===== src/rtl/pds_pkg.sv =====
package pds_pkg;
	localparam int NUM_PORTS = 4;
	localparam int CLK_MHZ = 100;

	// Port operating modes
	localparam logic [1:0] MODE_SHUTDOWN = 2'h0;
	localparam logic [1:0] MODE_MANUAL = 2'h1;
	localparam logic [1:0] MODE_SEMI = 2'h2;
	localparam logic [1:0] MODE_AUTO = 2'h3;

	// Detection status codes
	localparam logic [2:0] DET_UNKNOWN = 3'h0;
	localparam logic [2:0] DET_SHORT = 3'h1;
	localparam logic [2:0] DET_CPD_HIGH = 3'h2;
	localparam logic [2:0] DET_RSIG_LOW = 3'h3;
	localparam logic [2:0] DET_GOOD = 3'h4;
	localparam logic [2:0] DET_RSIG_HIGH = 3'h5;
	localparam logic [2:0] DET_OPEN = 3'h6;
	localparam logic [2:0] DET_VOLT_HIGH = 3'h7;

	localparam logic [2:0] CLASS_0 = 3'h0;
	localparam logic [2:0] CLASS_1 = 3'h1;
	localparam logic [2:0] CLASS_2 = 3'h2;
	localparam logic [2:0] CLASS_3 = 3'h3;
	localparam logic [2:0] CLASS_4 = 3'h4;

	// Thresholds in mA
	localparam logic [15:0] CUT_CLASS1 = 16'h0070;
	localparam logic [15:0] CUT_CLASS2 = 16'h00CE;
	localparam logic [15:0] CUT_CLASS3 = 16'h0177;
	localparam logic [15:0] CUT_CLASS4 = 16'h027E;
	localparam logic [15:0] LIM_TYPE1 = 16'h01A9;
	localparam logic [15:0] LIM_TYPE2 = 16'h0352;
	localparam logic [15:0] CUT_RESET = CUT_CLASS3;
	localparam logic [15:0] LIM_RESET = LIM_TYPE1;

	// Timing
	localparam int BACKOFF_MS = 100;
	localparam int MID_BACKOFF_MS = 2000;
	localparam int CLASS_PROBE_MS = 12;
	localparam int MARK_PAUSE_US = 10;
	localparam int BACKOFF_CYCLES = BACKOFF_MS * 1000 * CLK_MHZ;
	localparam int MID_BACKOFF_CYCLES = MID_BACKOFF_MS * 1000 * CLK_MHZ;
	localparam int CLASS_PROBE_CYCLES = CLASS_PROBE_MS * 1000 * CLK_MHZ;
	localparam int MARK_PAUSE_CYCLES = MARK_PAUSE_US * CLK_MHZ;
	localparam logic [1:0] STRAP_SETTLE = 2'h2;

	typedef enum logic [2:0] {
		PDS_IDLE,
		PDS_DETECT,
		PDS_CLASS1,
		PDS_MARK,
		PDS_CLASS2,
		PDS_BACKOFF,
		PDS_POWERED
	} pds_state_t;

	typedef struct packed {
		pds_state_t st;
		logic [27:0] timer;
		logic [2:0] det;
		logic [2:0] cls;
		logic second;
		logic power;
		logic fault;
		logic det_start;
		logic [1:0] mode;
		logic det_en;
		logic cls_en;
		logic legacy_en;
		logic hp_en;
		logic pp_en;
		logic [15:0] cut;
		logic [15:0] lim;
	} pds_port_t;

	typedef struct packed {
		pds_port_t [NUM_PORTS-1:0] ports;
		logic strap_meta;
		logic strap_sync;
		logic mid_meta;
		logic mid_sync;
		logic auto_strap;
		logic mid_strap;
		logic [1:0] settle;
		logic ready;
	} pds_state_all_t;
endpackage : pds_pkg


===== src/rtl/pds_sequencer.sv =====
`timescale 1ns/100ps
// Behaviour
// - Manual: idle until detect command, run one detection, report, return idle.
// - Semi-auto: detect repeatedly, power only on host power-on command.
// - Detection status refreshed at the end of every detection cycle.
// - Outside manual mode, valid signature with class enabled leads to classification and class report.
// - Polling modes back off 100ms, or 2s in midspan, between cycles.
// - Semi-auto high power: power-on only with detection result good.
// - Semi-auto high power: power-on without good result raises inrush timeout fault.
// - Without high power, power-on command applies power regardless of detection.
// - Auto mode polls and powers itself after good detection and classification, unless a ping-pong second classification is not class 4.
// - Auto mode sets cut and limit thresholds from the discovered class.
// - Detection off with strap low at reset, shutdown, or detect enable clear.
// - Legacy detection off after reset, host enables per port.
// - Legacy on: resistive or high-capacitance counts good; off: resistive only.
// - Class is 0 to 4; class 0 treated as class 3.
// - Classification drives probe voltage 12ms, then samples and records the class.
// - Manual mode classifies only on explicit host class command.
// - Classification off with strap low at reset, shutdown, or class enable clear.
// - Ping-pong with class 4: mark voltage, brief pause, second classification.
// - Second classification sets the per-port second-event flag.
// - Ping-pong with first class 0 to 3: Type 1, no second cycle.
// - Host threshold updates accepted once the straps settle, including while powered; an auto power-up in the same cycle overrides them.
// - Mode encoding: 11 auto (strap high), 10 semi, 01 manual, 00 shutdown.
// - Good only if forced-current and forced-voltage both measure in window, or high-capacitance with legacy on.
// - Auto mode limit 425mA class 0-3, 850mA class 4, cut per class.
module pds_sequencer #(
	parameter int BACKOFF_CYCLES = pds_pkg::BACKOFF_CYCLES,
	parameter int MID_BACKOFF_CYCLES = pds_pkg::MID_BACKOFF_CYCLES,
	parameter int CLASS_PROBE_CYCLES = pds_pkg::CLASS_PROBE_CYCLES
) (
	input wire logic i_clock,
	input wire logic i_rst_b,
	input wire logic i_auto_strap,
	input wire logic i_mid_strap,
	input wire logic [3:0] i_cfg_wr,
	input wire logic [3:0][1:0] i_port_op_mode,
	input wire logic [3:0] i_detect_en,
	input wire logic [3:0] i_class_en,
	input wire logic [3:0] i_legacy_en,
	input wire logic [3:0] i_high_power_en,
	input wire logic [3:0] i_ping_pong_en,
	input wire logic [3:0] i_thresh_wr,
	input wire logic [3:0][15:0] i_cut_mA,
	input wire logic [3:0][15:0] i_lim_mA,
	input wire logic [3:0] i_cmd_detect,
	input wire logic [3:0] i_cmd_class,
	input wire logic [3:0] i_cmd_power_on,
	input wire logic [3:0] i_cmd_power_off,
	input wire logic [3:0] i_fault_off,
	input wire logic [3:0] i_det_done,
	input wire logic [3:0][2:0] i_det_code,
	input wire logic [3:0] i_det_fc_good,
	input wire logic [3:0] i_det_fv_good,
	input wire logic [3:0][2:0] i_class_meas,
	output logic [3:0] o_det_start,
	output logic [3:0] o_class_probe_voltage,
	output logic [3:0] o_mark_voltage,
	output logic [3:0][2:0] o_detect_status,
	output logic [3:0][2:0] o_class_status,
	output logic [3:0] o_second_class_ran,
	output logic [3:0] o_power_on,
	output logic [3:0] o_inrush_timeout_fault,
	output logic [3:0][15:0] o_overcurrent_cut_threshold,
	output logic [3:0][15:0] o_current_limit_threshold
);
	localparam logic [27:0] BACKOFF_LOAD = 28'(BACKOFF_CYCLES - 1);
	localparam logic [27:0] MID_BACKOFF_LOAD = 28'(MID_BACKOFF_CYCLES - 1);
	localparam logic [27:0] PROBE_LOAD = 28'(CLASS_PROBE_CYCLES - 1);
	localparam logic [27:0] MARK_LOAD = 28'(pds_pkg::MARK_PAUSE_CYCLES - 1);

	pds_pkg::pds_state_all_t s_reg;
	pds_pkg::pds_state_all_t s_next;

	function automatic logic [15:0] cut_of(input logic [2:0] c);
		unique case (c)
			pds_pkg::CLASS_1: cut_of = pds_pkg::CUT_CLASS1;
			pds_pkg::CLASS_2: cut_of = pds_pkg::CUT_CLASS2;
			pds_pkg::CLASS_4: cut_of = pds_pkg::CUT_CLASS4;
			default: cut_of = pds_pkg::CUT_CLASS3; // Class 0 and 3 alike
		endcase
	endfunction : cut_of

	function automatic logic [15:0] lim_of(input logic [2:0] c);
		lim_of = (c == pds_pkg::CLASS_4) ? pds_pkg::LIM_TYPE2 : pds_pkg::LIM_TYPE1;
	endfunction : lim_of

	// Reserved auto code without the strap acts as shutdown
	function automatic logic [1:0] eff_mode(input logic [1:0] m, input logic strap);
		eff_mode = (m == pds_pkg::MODE_AUTO && !strap) ? pds_pkg::MODE_SHUTDOWN : m;
	endfunction : eff_mode

	// Timed states load N-1 and leave when the count reaches zero
	function automatic logic expired(input logic [27:0] t);
		expired = (t == 28'h0000000);
	endfunction : expired

	function automatic logic [27:0] count_down(input logic [27:0] t);
		count_down = t - 28'h0000001;
	endfunction : count_down

	always_comb begin
		pds_pkg::pds_port_t q;
		logic [1:0] m;
		logic fin;
		logic det_ok;
		logic cls_ok;
		logic [2:0] c;
		logic [2:0] dres;
		q = '0;
		m = pds_pkg::MODE_SHUTDOWN;
		fin = 1'b0;
		det_ok = 1'b0;
		cls_ok = 1'b0;
		c = pds_pkg::CLASS_0;
		dres = pds_pkg::DET_UNKNOWN;
		s_next = s_reg;
		s_next.strap_meta = i_auto_strap;
		s_next.strap_sync = s_reg.strap_meta;
		s_next.mid_meta = i_mid_strap;
		s_next.mid_sync = s_reg.mid_meta;
		if (!s_reg.ready) begin
			// Straps are only believed once the synchroniser has settled
			if (s_reg.settle == pds_pkg::STRAP_SETTLE) begin
				s_next.ready = 1'b1;
				s_next.auto_strap = s_reg.strap_sync;
				s_next.mid_strap = s_reg.mid_sync;
				for (int p = 0; p < pds_pkg::NUM_PORTS; p++) begin
					s_next.ports[p].mode = s_reg.strap_sync ? pds_pkg::MODE_AUTO
						: pds_pkg::MODE_SHUTDOWN;
					s_next.ports[p].det_en = s_reg.strap_sync;
					s_next.ports[p].cls_en = s_reg.strap_sync;
					s_next.ports[p].pp_en = s_reg.strap_sync;
				end
			end else begin
				s_next.settle = s_reg.settle + 2'h1;
			end
		end else begin
			for (int p = 0; p < pds_pkg::NUM_PORTS; p++) begin
				q = s_reg.ports[p];
				fin = 1'b0;
				q.det_start = 1'b0;
				q.fault = 1'b0;
				if (i_cfg_wr[p]) begin
					q.mode = i_port_op_mode[p];
					q.det_en = i_detect_en[p];
					q.cls_en = i_class_en[p];
					q.legacy_en = i_legacy_en[p];
					q.hp_en = i_high_power_en[p];
					q.pp_en = i_ping_pong_en[p];
				end
				if (i_thresh_wr[p]) begin
					q.cut = i_cut_mA[p];
					q.lim = i_lim_mA[p];
				end
				m = eff_mode(s_reg.ports[p].mode, s_reg.auto_strap);
				det_ok = s_reg.ports[p].det_en && m != pds_pkg::MODE_SHUTDOWN;
				cls_ok = s_reg.ports[p].cls_en && m != pds_pkg::MODE_SHUTDOWN;
				c = (i_class_meas[p] > pds_pkg::CLASS_4) ? pds_pkg::CLASS_0 : i_class_meas[p];
				unique case (s_reg.ports[p].st)
					pds_pkg::PDS_IDLE: begin
						if (m == pds_pkg::MODE_MANUAL) begin
							if (i_cmd_detect[p] && det_ok) begin
								q.st = pds_pkg::PDS_DETECT;
								q.det_start = 1'b1;
							end else if (i_cmd_class[p] && cls_ok) begin
								q.st = pds_pkg::PDS_CLASS1;
								q.timer = PROBE_LOAD;
								q.second = 1'b0;
							end
						end else if (m != pds_pkg::MODE_SHUTDOWN && det_ok) begin
							q.st = pds_pkg::PDS_DETECT;
							q.det_start = 1'b1;
						end
					end
					pds_pkg::PDS_DETECT: begin
						if (i_det_done[p]) begin
							if (i_det_fc_good[p] && i_det_fv_good[p]) begin
								dres = pds_pkg::DET_GOOD;
							end else if (i_det_code[p] == pds_pkg::DET_CPD_HIGH
								&& s_reg.ports[p].legacy_en) begin
								dres = pds_pkg::DET_GOOD;
							end else if (i_det_code[p] == pds_pkg::DET_GOOD) begin
								dres = pds_pkg::DET_UNKNOWN;
							end else begin
								dres = i_det_code[p];
							end
							q.det = dres;
							q.second = 1'b0;
							if (dres == pds_pkg::DET_GOOD && cls_ok
								&& m != pds_pkg::MODE_MANUAL) begin
								q.st = pds_pkg::PDS_CLASS1;
								q.timer = PROBE_LOAD;
							end else begin
								fin = 1'b1;
							end
						end
					end
					pds_pkg::PDS_CLASS1, pds_pkg::PDS_CLASS2: begin
						if (expired(s_reg.ports[p].timer)) begin
							q.cls = c;
							if (s_reg.ports[p].st == pds_pkg::PDS_CLASS1 && s_reg.ports[p].pp_en
								&& c == pds_pkg::CLASS_4) begin
								q.st = pds_pkg::PDS_MARK;
								q.timer = MARK_LOAD;
							end else begin
								fin = 1'b1;
							end
						end else begin
							q.timer = count_down(s_reg.ports[p].timer);
						end
					end
					pds_pkg::PDS_MARK: begin
						if (expired(s_reg.ports[p].timer)) begin
							q.st = pds_pkg::PDS_CLASS2;
							q.timer = PROBE_LOAD;
							q.second = 1'b1;
						end else begin
							q.timer = count_down(s_reg.ports[p].timer);
						end
					end
					pds_pkg::PDS_BACKOFF: begin
						if (expired(s_reg.ports[p].timer)) begin
							q.st = pds_pkg::PDS_IDLE;
						end else begin
							q.timer = count_down(s_reg.ports[p].timer);
						end
					end
					pds_pkg::PDS_POWERED: begin
						// Held until power-off, fault or shutdown
					end
					default: begin
						// Unused state code recovers through idle
						q.st = pds_pkg::PDS_IDLE;
					end
				endcase
				if (fin) begin
					if (m == pds_pkg::MODE_MANUAL) begin
						q.st = pds_pkg::PDS_IDLE;
					end else if (m == pds_pkg::MODE_AUTO && q.det == pds_pkg::DET_GOOD
						&& !(q.second && q.cls != pds_pkg::CLASS_4)) begin
						q.power = 1'b1;
						q.st = pds_pkg::PDS_POWERED;
						q.cut = cut_of(cls_ok ? q.cls : pds_pkg::CLASS_0);
						q.lim = lim_of(cls_ok ? q.cls : pds_pkg::CLASS_0);
					end else begin
						q.st = pds_pkg::PDS_BACKOFF;
						q.timer = s_reg.mid_strap ? MID_BACKOFF_LOAD : BACKOFF_LOAD;
					end
				end
				// Host power-on only outside auto; auto powers itself
				if (i_cmd_power_on[p] && !s_reg.ports[p].power
					&& (m == pds_pkg::MODE_SEMI || m == pds_pkg::MODE_MANUAL)) begin
					if (s_reg.ports[p].hp_en && m == pds_pkg::MODE_SEMI
						&& s_reg.ports[p].det != pds_pkg::DET_GOOD) begin
						q.fault = 1'b1;
					end else begin
						q.power = 1'b1;
						q.st = pds_pkg::PDS_POWERED;
						q.det_start = 1'b0;
					end
				end
				if (i_cmd_power_off[p] || i_fault_off[p] || m == pds_pkg::MODE_SHUTDOWN) begin
					q.power = 1'b0;
					q.det_start = 1'b0;
					if (m == pds_pkg::MODE_SHUTDOWN || s_reg.ports[p].power) begin
						q.st = pds_pkg::PDS_IDLE;
					end
				end
				s_next.ports[p] = q;
			end
		end
		if (!i_rst_b) begin
			s_next = '0;
			for (int p = 0; p < pds_pkg::NUM_PORTS; p++) begin
				s_next.ports[p].cut = pds_pkg::CUT_RESET;
				s_next.ports[p].lim = pds_pkg::LIM_RESET;
			end
		end
	end

	always_ff @(posedge i_clock) begin
		s_reg <= s_next;
	end

	always_comb begin
		for (int p = 0; p < pds_pkg::NUM_PORTS; p++) begin
			o_det_start[p] = s_reg.ports[p].det_start;
			o_class_probe_voltage[p] = s_reg.ports[p].st == pds_pkg::PDS_CLASS1
				|| s_reg.ports[p].st == pds_pkg::PDS_CLASS2;
			o_mark_voltage[p] = s_reg.ports[p].st == pds_pkg::PDS_MARK;
			o_detect_status[p] = s_reg.ports[p].det;
			o_class_status[p] = s_reg.ports[p].cls;
			o_second_class_ran[p] = s_reg.ports[p].second;
			o_power_on[p] = s_reg.ports[p].power;
			o_inrush_timeout_fault[p] = s_reg.ports[p].fault;
			o_overcurrent_cut_threshold[p] = s_reg.ports[p].cut;
			o_current_limit_threshold[p] = s_reg.ports[p].lim;
		end
	end
endmodule : pds_sequencer


===== config.mk =====
export PLATFORM = sky130hd
export DESIGN_NAME = pds_sequencer
export DESIGN_NICKNAME = d
export VERILOG_FILES = /design/src/rtl/pds_pkg.sv /design/src/rtl/pds_sequencer.sv
export SDC_FILE = /design/constraint.sdc
export NUM_CORES = 1
export LEC_CHECK = 0
export BUFFER_PORTS_ARGS = -buffer_cell sky130_fd_sc_hd__buf_2
export CELL_PAD_IN_SITES_DETAIL_PLACEMENT = 0
export CELL_PAD_IN_SITES_GLOBAL_PLACEMENT = 1
export CORE_ASPECT_RATIO = 1.1
export CORE_MARGIN = 5
export CORE_UTILIZATION = 41
export CTS_CLUSTER_SIZE = 16
export DETAILED_ROUTE_END_ITERATION = 10
export GPL_ROUTABILITY_DRIVEN = 0
export HOLD_SLACK_MARGIN = 0.15
export MAX_ROUTING_LAYER = met4
export PLACE_DENSITY_LB_ADDON = 0.1
export SKIP_CTS_REPAIR_TIMING = 1
export SLEW_MARGIN = 30
export SYNTH_ARGS = -nofsm -noshare
export SYNTH_HDL_FRONTEND = slang
export SYNTH_SLANG_ARGS = --single-unit

===== constraint.sdc =====
create_clock -name i_clock -period 3.3 [get_ports i_clock]
set_input_delay 0.33 -clock i_clock [delete_from_list [all_inputs] [get_ports i_clock]]
set_output_delay 0.33 -clock i_clock [all_outputs]
set_load 0.005 [all_outputs]

* After elaboration in Yosys (flattened, before gate mapping)
Index checks and enable logic that the tools add are counted.
** Word-level totals
- Register bits :: 329
- Input port bits :: 224
- Output and inout port bits :: 176
- Word-level logic and storage cells :: 614
** Cells by class
- $add $sub $neg :: 5
- Order comparisons :: 4
- Eq/ne operators :: 89
- Multiplexer cells :: 306
- Bitwise gates (word level) :: 2
- Reduce and logical (&&, ||, !) cells :: 136
** Operator list (count)
- two-way mux 28 bit :: 29
- case mux 28 bit (5 select lines) :: 4
- two-way mux 32 bit :: 16
- two-way mux 31 bit :: 16
- two-way mux 3 bit :: 100
- two-way mux 34 bit :: 4
- case mux 10 bit (3 select lines) :: 4
- logical NOT 28 bit :: 4
- subtractor 28 x 1 -> 28 bit, second input constant :: 4
- two-way mux 1 bit :: 99
- equality test 3 bit, second input constant :: 32
- logical AND 1 bit :: 76
- case mux 3 bit (6 select lines) :: 4
- equality test 3 x 2 -> 1 bit, second input constant :: 16
- two-way mux 10 bit :: 4
- two-way mux 7 bit :: 4
- equality test 2 bit, second input constant :: 13
- equality test 3 x 1 -> 1 bit, second input constant :: 8
- inequality test 3 bit, second input constant :: 8
- logical OR 1 bit :: 20
- two-way mux 4 bit :: 5
- AND reduction 2 bit :: 10
- two-way mux 2 bit :: 9
- > comparator 3 bit, second input constant :: 4
- 12 further kinds :: 49

* Longest topological paths before layout
- Depth after elaboration :: 24
- Gate-level depth with buffers :: 15
- Gate-level depth less buffers :: 13

* Least setup slack after synthesis
OpenSTA, ideal clock, no wires.
- Path type :: reg-to-reg
- Start :: reg s_reg[316] (netlist name)
- End :: reg s_reg (netlist bit o_current_limit_threshold[49])
- Library setup time :: 0.117 ns
- Data arrival time :: 2.800 ns
- Required time :: 3.183 ns
- Slack :: 0.384 ns
- Cell stages (with the launch flop) :: 11
- Buffers on the path :: 2
- Period minus slack after synthesis :: 2.916 ns
- Cell sequence :: dfxtp_1 -> or4_1 -> buf_2 -> nor4_4 -> and3_1 -> mux2i_1 -> o211ai_2 -> buf_6 -> o21a_4 -> a21o_1 -> a22o_1
** On the way
- Longest elaborated chain between the ends :: 11
- Elaborated cells between the ends (all ways) :: 20
- Classes of those cells :: eq/ne (2); mux (14); reduce/logical (4)
** RTL lines
- start: declaration :: RTL line pds_sequencer.sv:72 : pds_pkg::pds_state_all_t s_reg;
- start signal: assignment :: RTL line pds_sequencer.sv:283 : s_reg <= s_next;
- logical NOT 28 bit * :: RTL line pds_sequencer.sv:95 : expired = (t == 28'h0000000);
- two-way mux 3 bit :: RTL line pds_sequencer.sv:200 : if (expired(s_reg.ports[p].timer)) begin
- two-way mux 3 bit :: RTL line pds_sequencer.sv:160 : unique case (s_reg.ports[p].st)
- two-way mux 3 bit :: RTL line pds_sequencer.sv:122 : if (!s_reg.ready) begin
- inequality test 3 bit :: RTL line pds_sequencer.sv:241 : && !(q.second && q.cls != pds_pkg::CLASS_4)) begin
- logical AND 1 bit :: RTL line pds_sequencer.sv:241
- logical NOT 1 bit :: RTL line pds_sequencer.sv:241
- logical AND 1 bit :: RTL line pds_sequencer.sv:241
- two-way mux 32 bit :: RTL line pds_sequencer.sv:240 : end else if (m == pds_pkg::MODE_AUTO && q.det == pds_pkg::DET_GOOD
- two-way mux 32 bit :: RTL line pds_sequencer.sv:238 : if (m == pds_pkg::MODE_MANUAL) begin
- two-way mux 32 bit * :: RTL line pds_sequencer.sv:237 : if (fin) begin
Mark *: on every way between the ends. The rest lies on a longest branch, timed or not. The select of a mux whose other input is x is not followed.
A chain may end at the register's enable or synchronous reset.

* Worst setup path in the final report
- Start :: reg s_reg[316] (netlist name)
- End :: reg s_reg (netlist bit o_overcurrent_cut_threshold[53])
** On the way
- Longest elaborated chain between the ends :: 11
- Elaborated cells between the ends (all ways) :: 22
- Classes of those cells :: eq/ne (4); mux (14); reduce/logical (4)
** RTL lines (RTL line)
- logical NOT 28 bit * :: pds_sequencer.sv:95
- branches (longest 9 deep; another with two-way mux 32 bit)
- two-way mux 32 bit * :: pds_sequencer.sv:237
Mark *: on every way between the ends. The select of a mux whose other input is x is not followed.

==> impl_metrics.yaml <==
clocking:
  cts_tree: "done"
  cts_root_buf: "clkbuf_16"
  htreeDepth: 2
  insertion_delay_ns: 0.57
  cts_max_path_buffers: 3
  clk_pin_slew_ns: 0.06
  cts_num_sinks: 329
  cts_buffers: 39
timing:
  hold_ws_ns: 0.136
  setup_viol: 0
  tns_ns: 0
  worst_pin_slew_ns: 0.843
  min_period_ns: 3.13
  maxSlewViolCount: 0
  relSlewSlack_pct: 43.2
  fmax_mhz: 320
  post-route-period-util_pct: 94.8
  fin_ws_ns: 0.171
  report.final.hold_viol_count: 0
  skew_ns: 0.0188
synthesis:
  synth.cells.most_frequent: "dfxtp_1, nand2_1, nor2_1, a21oi_1, o21ai_0"
  synth_cell_types: 101
  synthArstFlopShare_pct: 0
  synthFlopType: "dfxtp_1"
  synth_edf_count: 0
  postSynthCellCount: 2808
  ys_ff_latch: 329
  synth_area_leaders: "dfxtp_1, buf_4, a21oi_1"
  syn_avg_cell_area_um2: 7.57
  seq_area_frac_synth_pct: 31.0
  synth_top_area_share_pct: 31.0
  synth.most_common_cell: "dfxtp_1"
  ys_warn_count: 0
  syn_area_um2: 21300
  syn_nets: 3057
  synth_top_area_cell: "dfxtp_1"
global_route:
  grt-ovfl-total: 0
  grt_pass1_wl_um: 125000
  antenna_found_initial: 1
  grt_max_degree: 145
  grt_use_total_pct: 27.9
  grt_pass1_vias: 21700
floorplan:
  start_util_pct: 41.5
  die_h_um: 249
  core_area_um2: 51300
  die-area_um2: 56500
  core.rowCount: 87
  io_pins: 400
  die_x_um: 227
power:
  power_density_nw_per_um2: 609
  max-vdd-ir-drop_mv: 0.452
  comb_power_share_pct: 40.5
  power.internal_w: 0.00967
  power.leakage_nw: 10.7
  seqPwrFrac_pct: 29.7
  switching_power_w: 0.00628
  pwr-share-clk_pct: 29.8
  p_sw_share_pct: 39.4
place:
  portBuffers: 399
  pre_cts_slack_ns: -0.0270
  dp_hpwl_um: 60000
detailed_routing:
  drt-vias-per-instance: 5.98
  drtAntennaViolNets: 0
  drt-pass1-iter-count: 8
  drt_iter0_markers: 1926
  routed_wl_um: 83600
  num_vias: 23300
  wl_per_cell_um: 21.5
  drc_errors: 0
final_layout:
  syn_to_final_growth_pct: 23.2
  largest_reg_flops: 161
  final_util_pct: 51.1
  drive_above_1_share_pct: 22.1
  nets: 3439
setup_path:
  cp-end-kind: "flop"
  cp_max_fo: 7
  cp.arrival_ns: 3.54
  worst_ep_required_time_ns: 3.71
  worstSetupStartpointType: "flop"
  worstSetupPathType: "flop to flop"
flow_run:
  max_cap_viol_count: 0
worst_hold_path:
  hold_path.class: "primary input to flop"
run_status:
  status: "finished clean"
-- worst paths after layout --
kind,endpoint,slack (ns),cells after the start,start
worst max-delay path,o_overcurrent_cut_threshold[53]$_SDFFE_PN1P_,0.17,9,s_reg[316]$_SDFFE_PN0P_
worst min-delay path,o_overcurrent_cut_threshold[7]$_SDFFE_PN0P_,0.14,3,i_cut_mA[7]
worst max register to register,o_overcurrent_cut_threshold[53]$_SDFFE_PN1P_,0.17,9,s_reg[316]$_SDFFE_PN0P_
worst min register to register,s_reg[7]$_SDFF_PN0_,0.44,1,s_reg[8]$_SDFF_PN0_
-- per-layer routing --
| layer | vias up | wire [um] | track usage, % | part of all wire [%] |
|---|---|---|---|---|
| met5 | - | 0 | - | 0 |
| li1 | 11000 | - | - | - |
| met1 | 11100 | 35200 | 35.4 | 42 |
| met2 | 932 | 40200 | 46.2 | 48 |
| met3 | 188 | 5550 | 4.14 | 6.6 |
| met4 | 0 | 2620 | 8.13 | 3.1 |
-- logic make-up after synthesis --
family / synth area share (%)
adders and majority gates: 1.57
buffers and inverters: 10.4
and+or+nand+nor: 25.3
xor gates and xnor gates: 1.15
muxes: 2.13
DFF: 31.0
AOI/OAI and AO/OA: 28.4
-- worst max-delay path, cell delays in order (launching register included) --
cell     delay, ns
dfxtp_1       0.37
or4_1         0.63
nor4_4        0.27
buf_4         0.18
nand4_1       0.31
or3_1         0.46
a21oi_1       0.36
nor2_1        0.13
a31oi_1       0.16
o21ai_0       0.11
-- power by group through the flow --
| stage | sequential, W | clock, W | combinational, W |
|---|---|---|---|
| finish | 0.00473 | 0.00475 | 0.00646 |
| global placement | 0.00479 | 0 | 0.00605 |
| floorplan | 0.00468 | 0 | 0.00420 |
| global route | 0.00478 | 0.00502 | 0.00701 |
| CTS | 0.00472 | 0.00485 | 0.00613 |
| detailed placement | 0.00480 | 0 | 0.00610 |
-- final cells by class --
class	instances	area [um2]
timing repair buffer	689	4570
clock inverter	12	215
fill	5072	25100
sequential	329	6590
clock buffer	57	1180
antenna	1	2.50
inverter	56	218
multi-input combinational	2075	12600
tap	667	835
-- cell usage in the layout (no fill, tap or decap), drive strengths merged, types with 29 or more instances in the layout --
cell	Yosys	final
nor3	100	100
nand2b	36	36
nand4	34	34
nor2	272	272
nand2	282	282
nor4	39	39
a21oi	233	233
or3	33	33
clkbuf	138	57
and2	30	30
buf	210	556
inv	55	54
nand3	78	78
dlygate4sd3	0	133
o21ai	225	225
a221oi	35	35
and3	33	33
mux2i	34	34
o211ai	31	31
nor3b	29	29
dfxtp	329	329
a31oi	58	58
a22o	35	35
-- metrics by stage --
| step | std cells | total power [W] | area [um2] |
|---|---|---|---|
| global placement | 3682 | 0.0108 | 23300 |
| global route | 3886 | 0.0168 | 26200 |
| detailed placement | 3682 | 0.0109 | 23300 |
| CTS | 3751 | 0.0157 | 24700 |
| finish | 3886 | 0.0159 | 26200 |
| floorplan | 2808 | 0.00888 | 21300 |
Note: power is estimated with default switching activity, not from simulation.
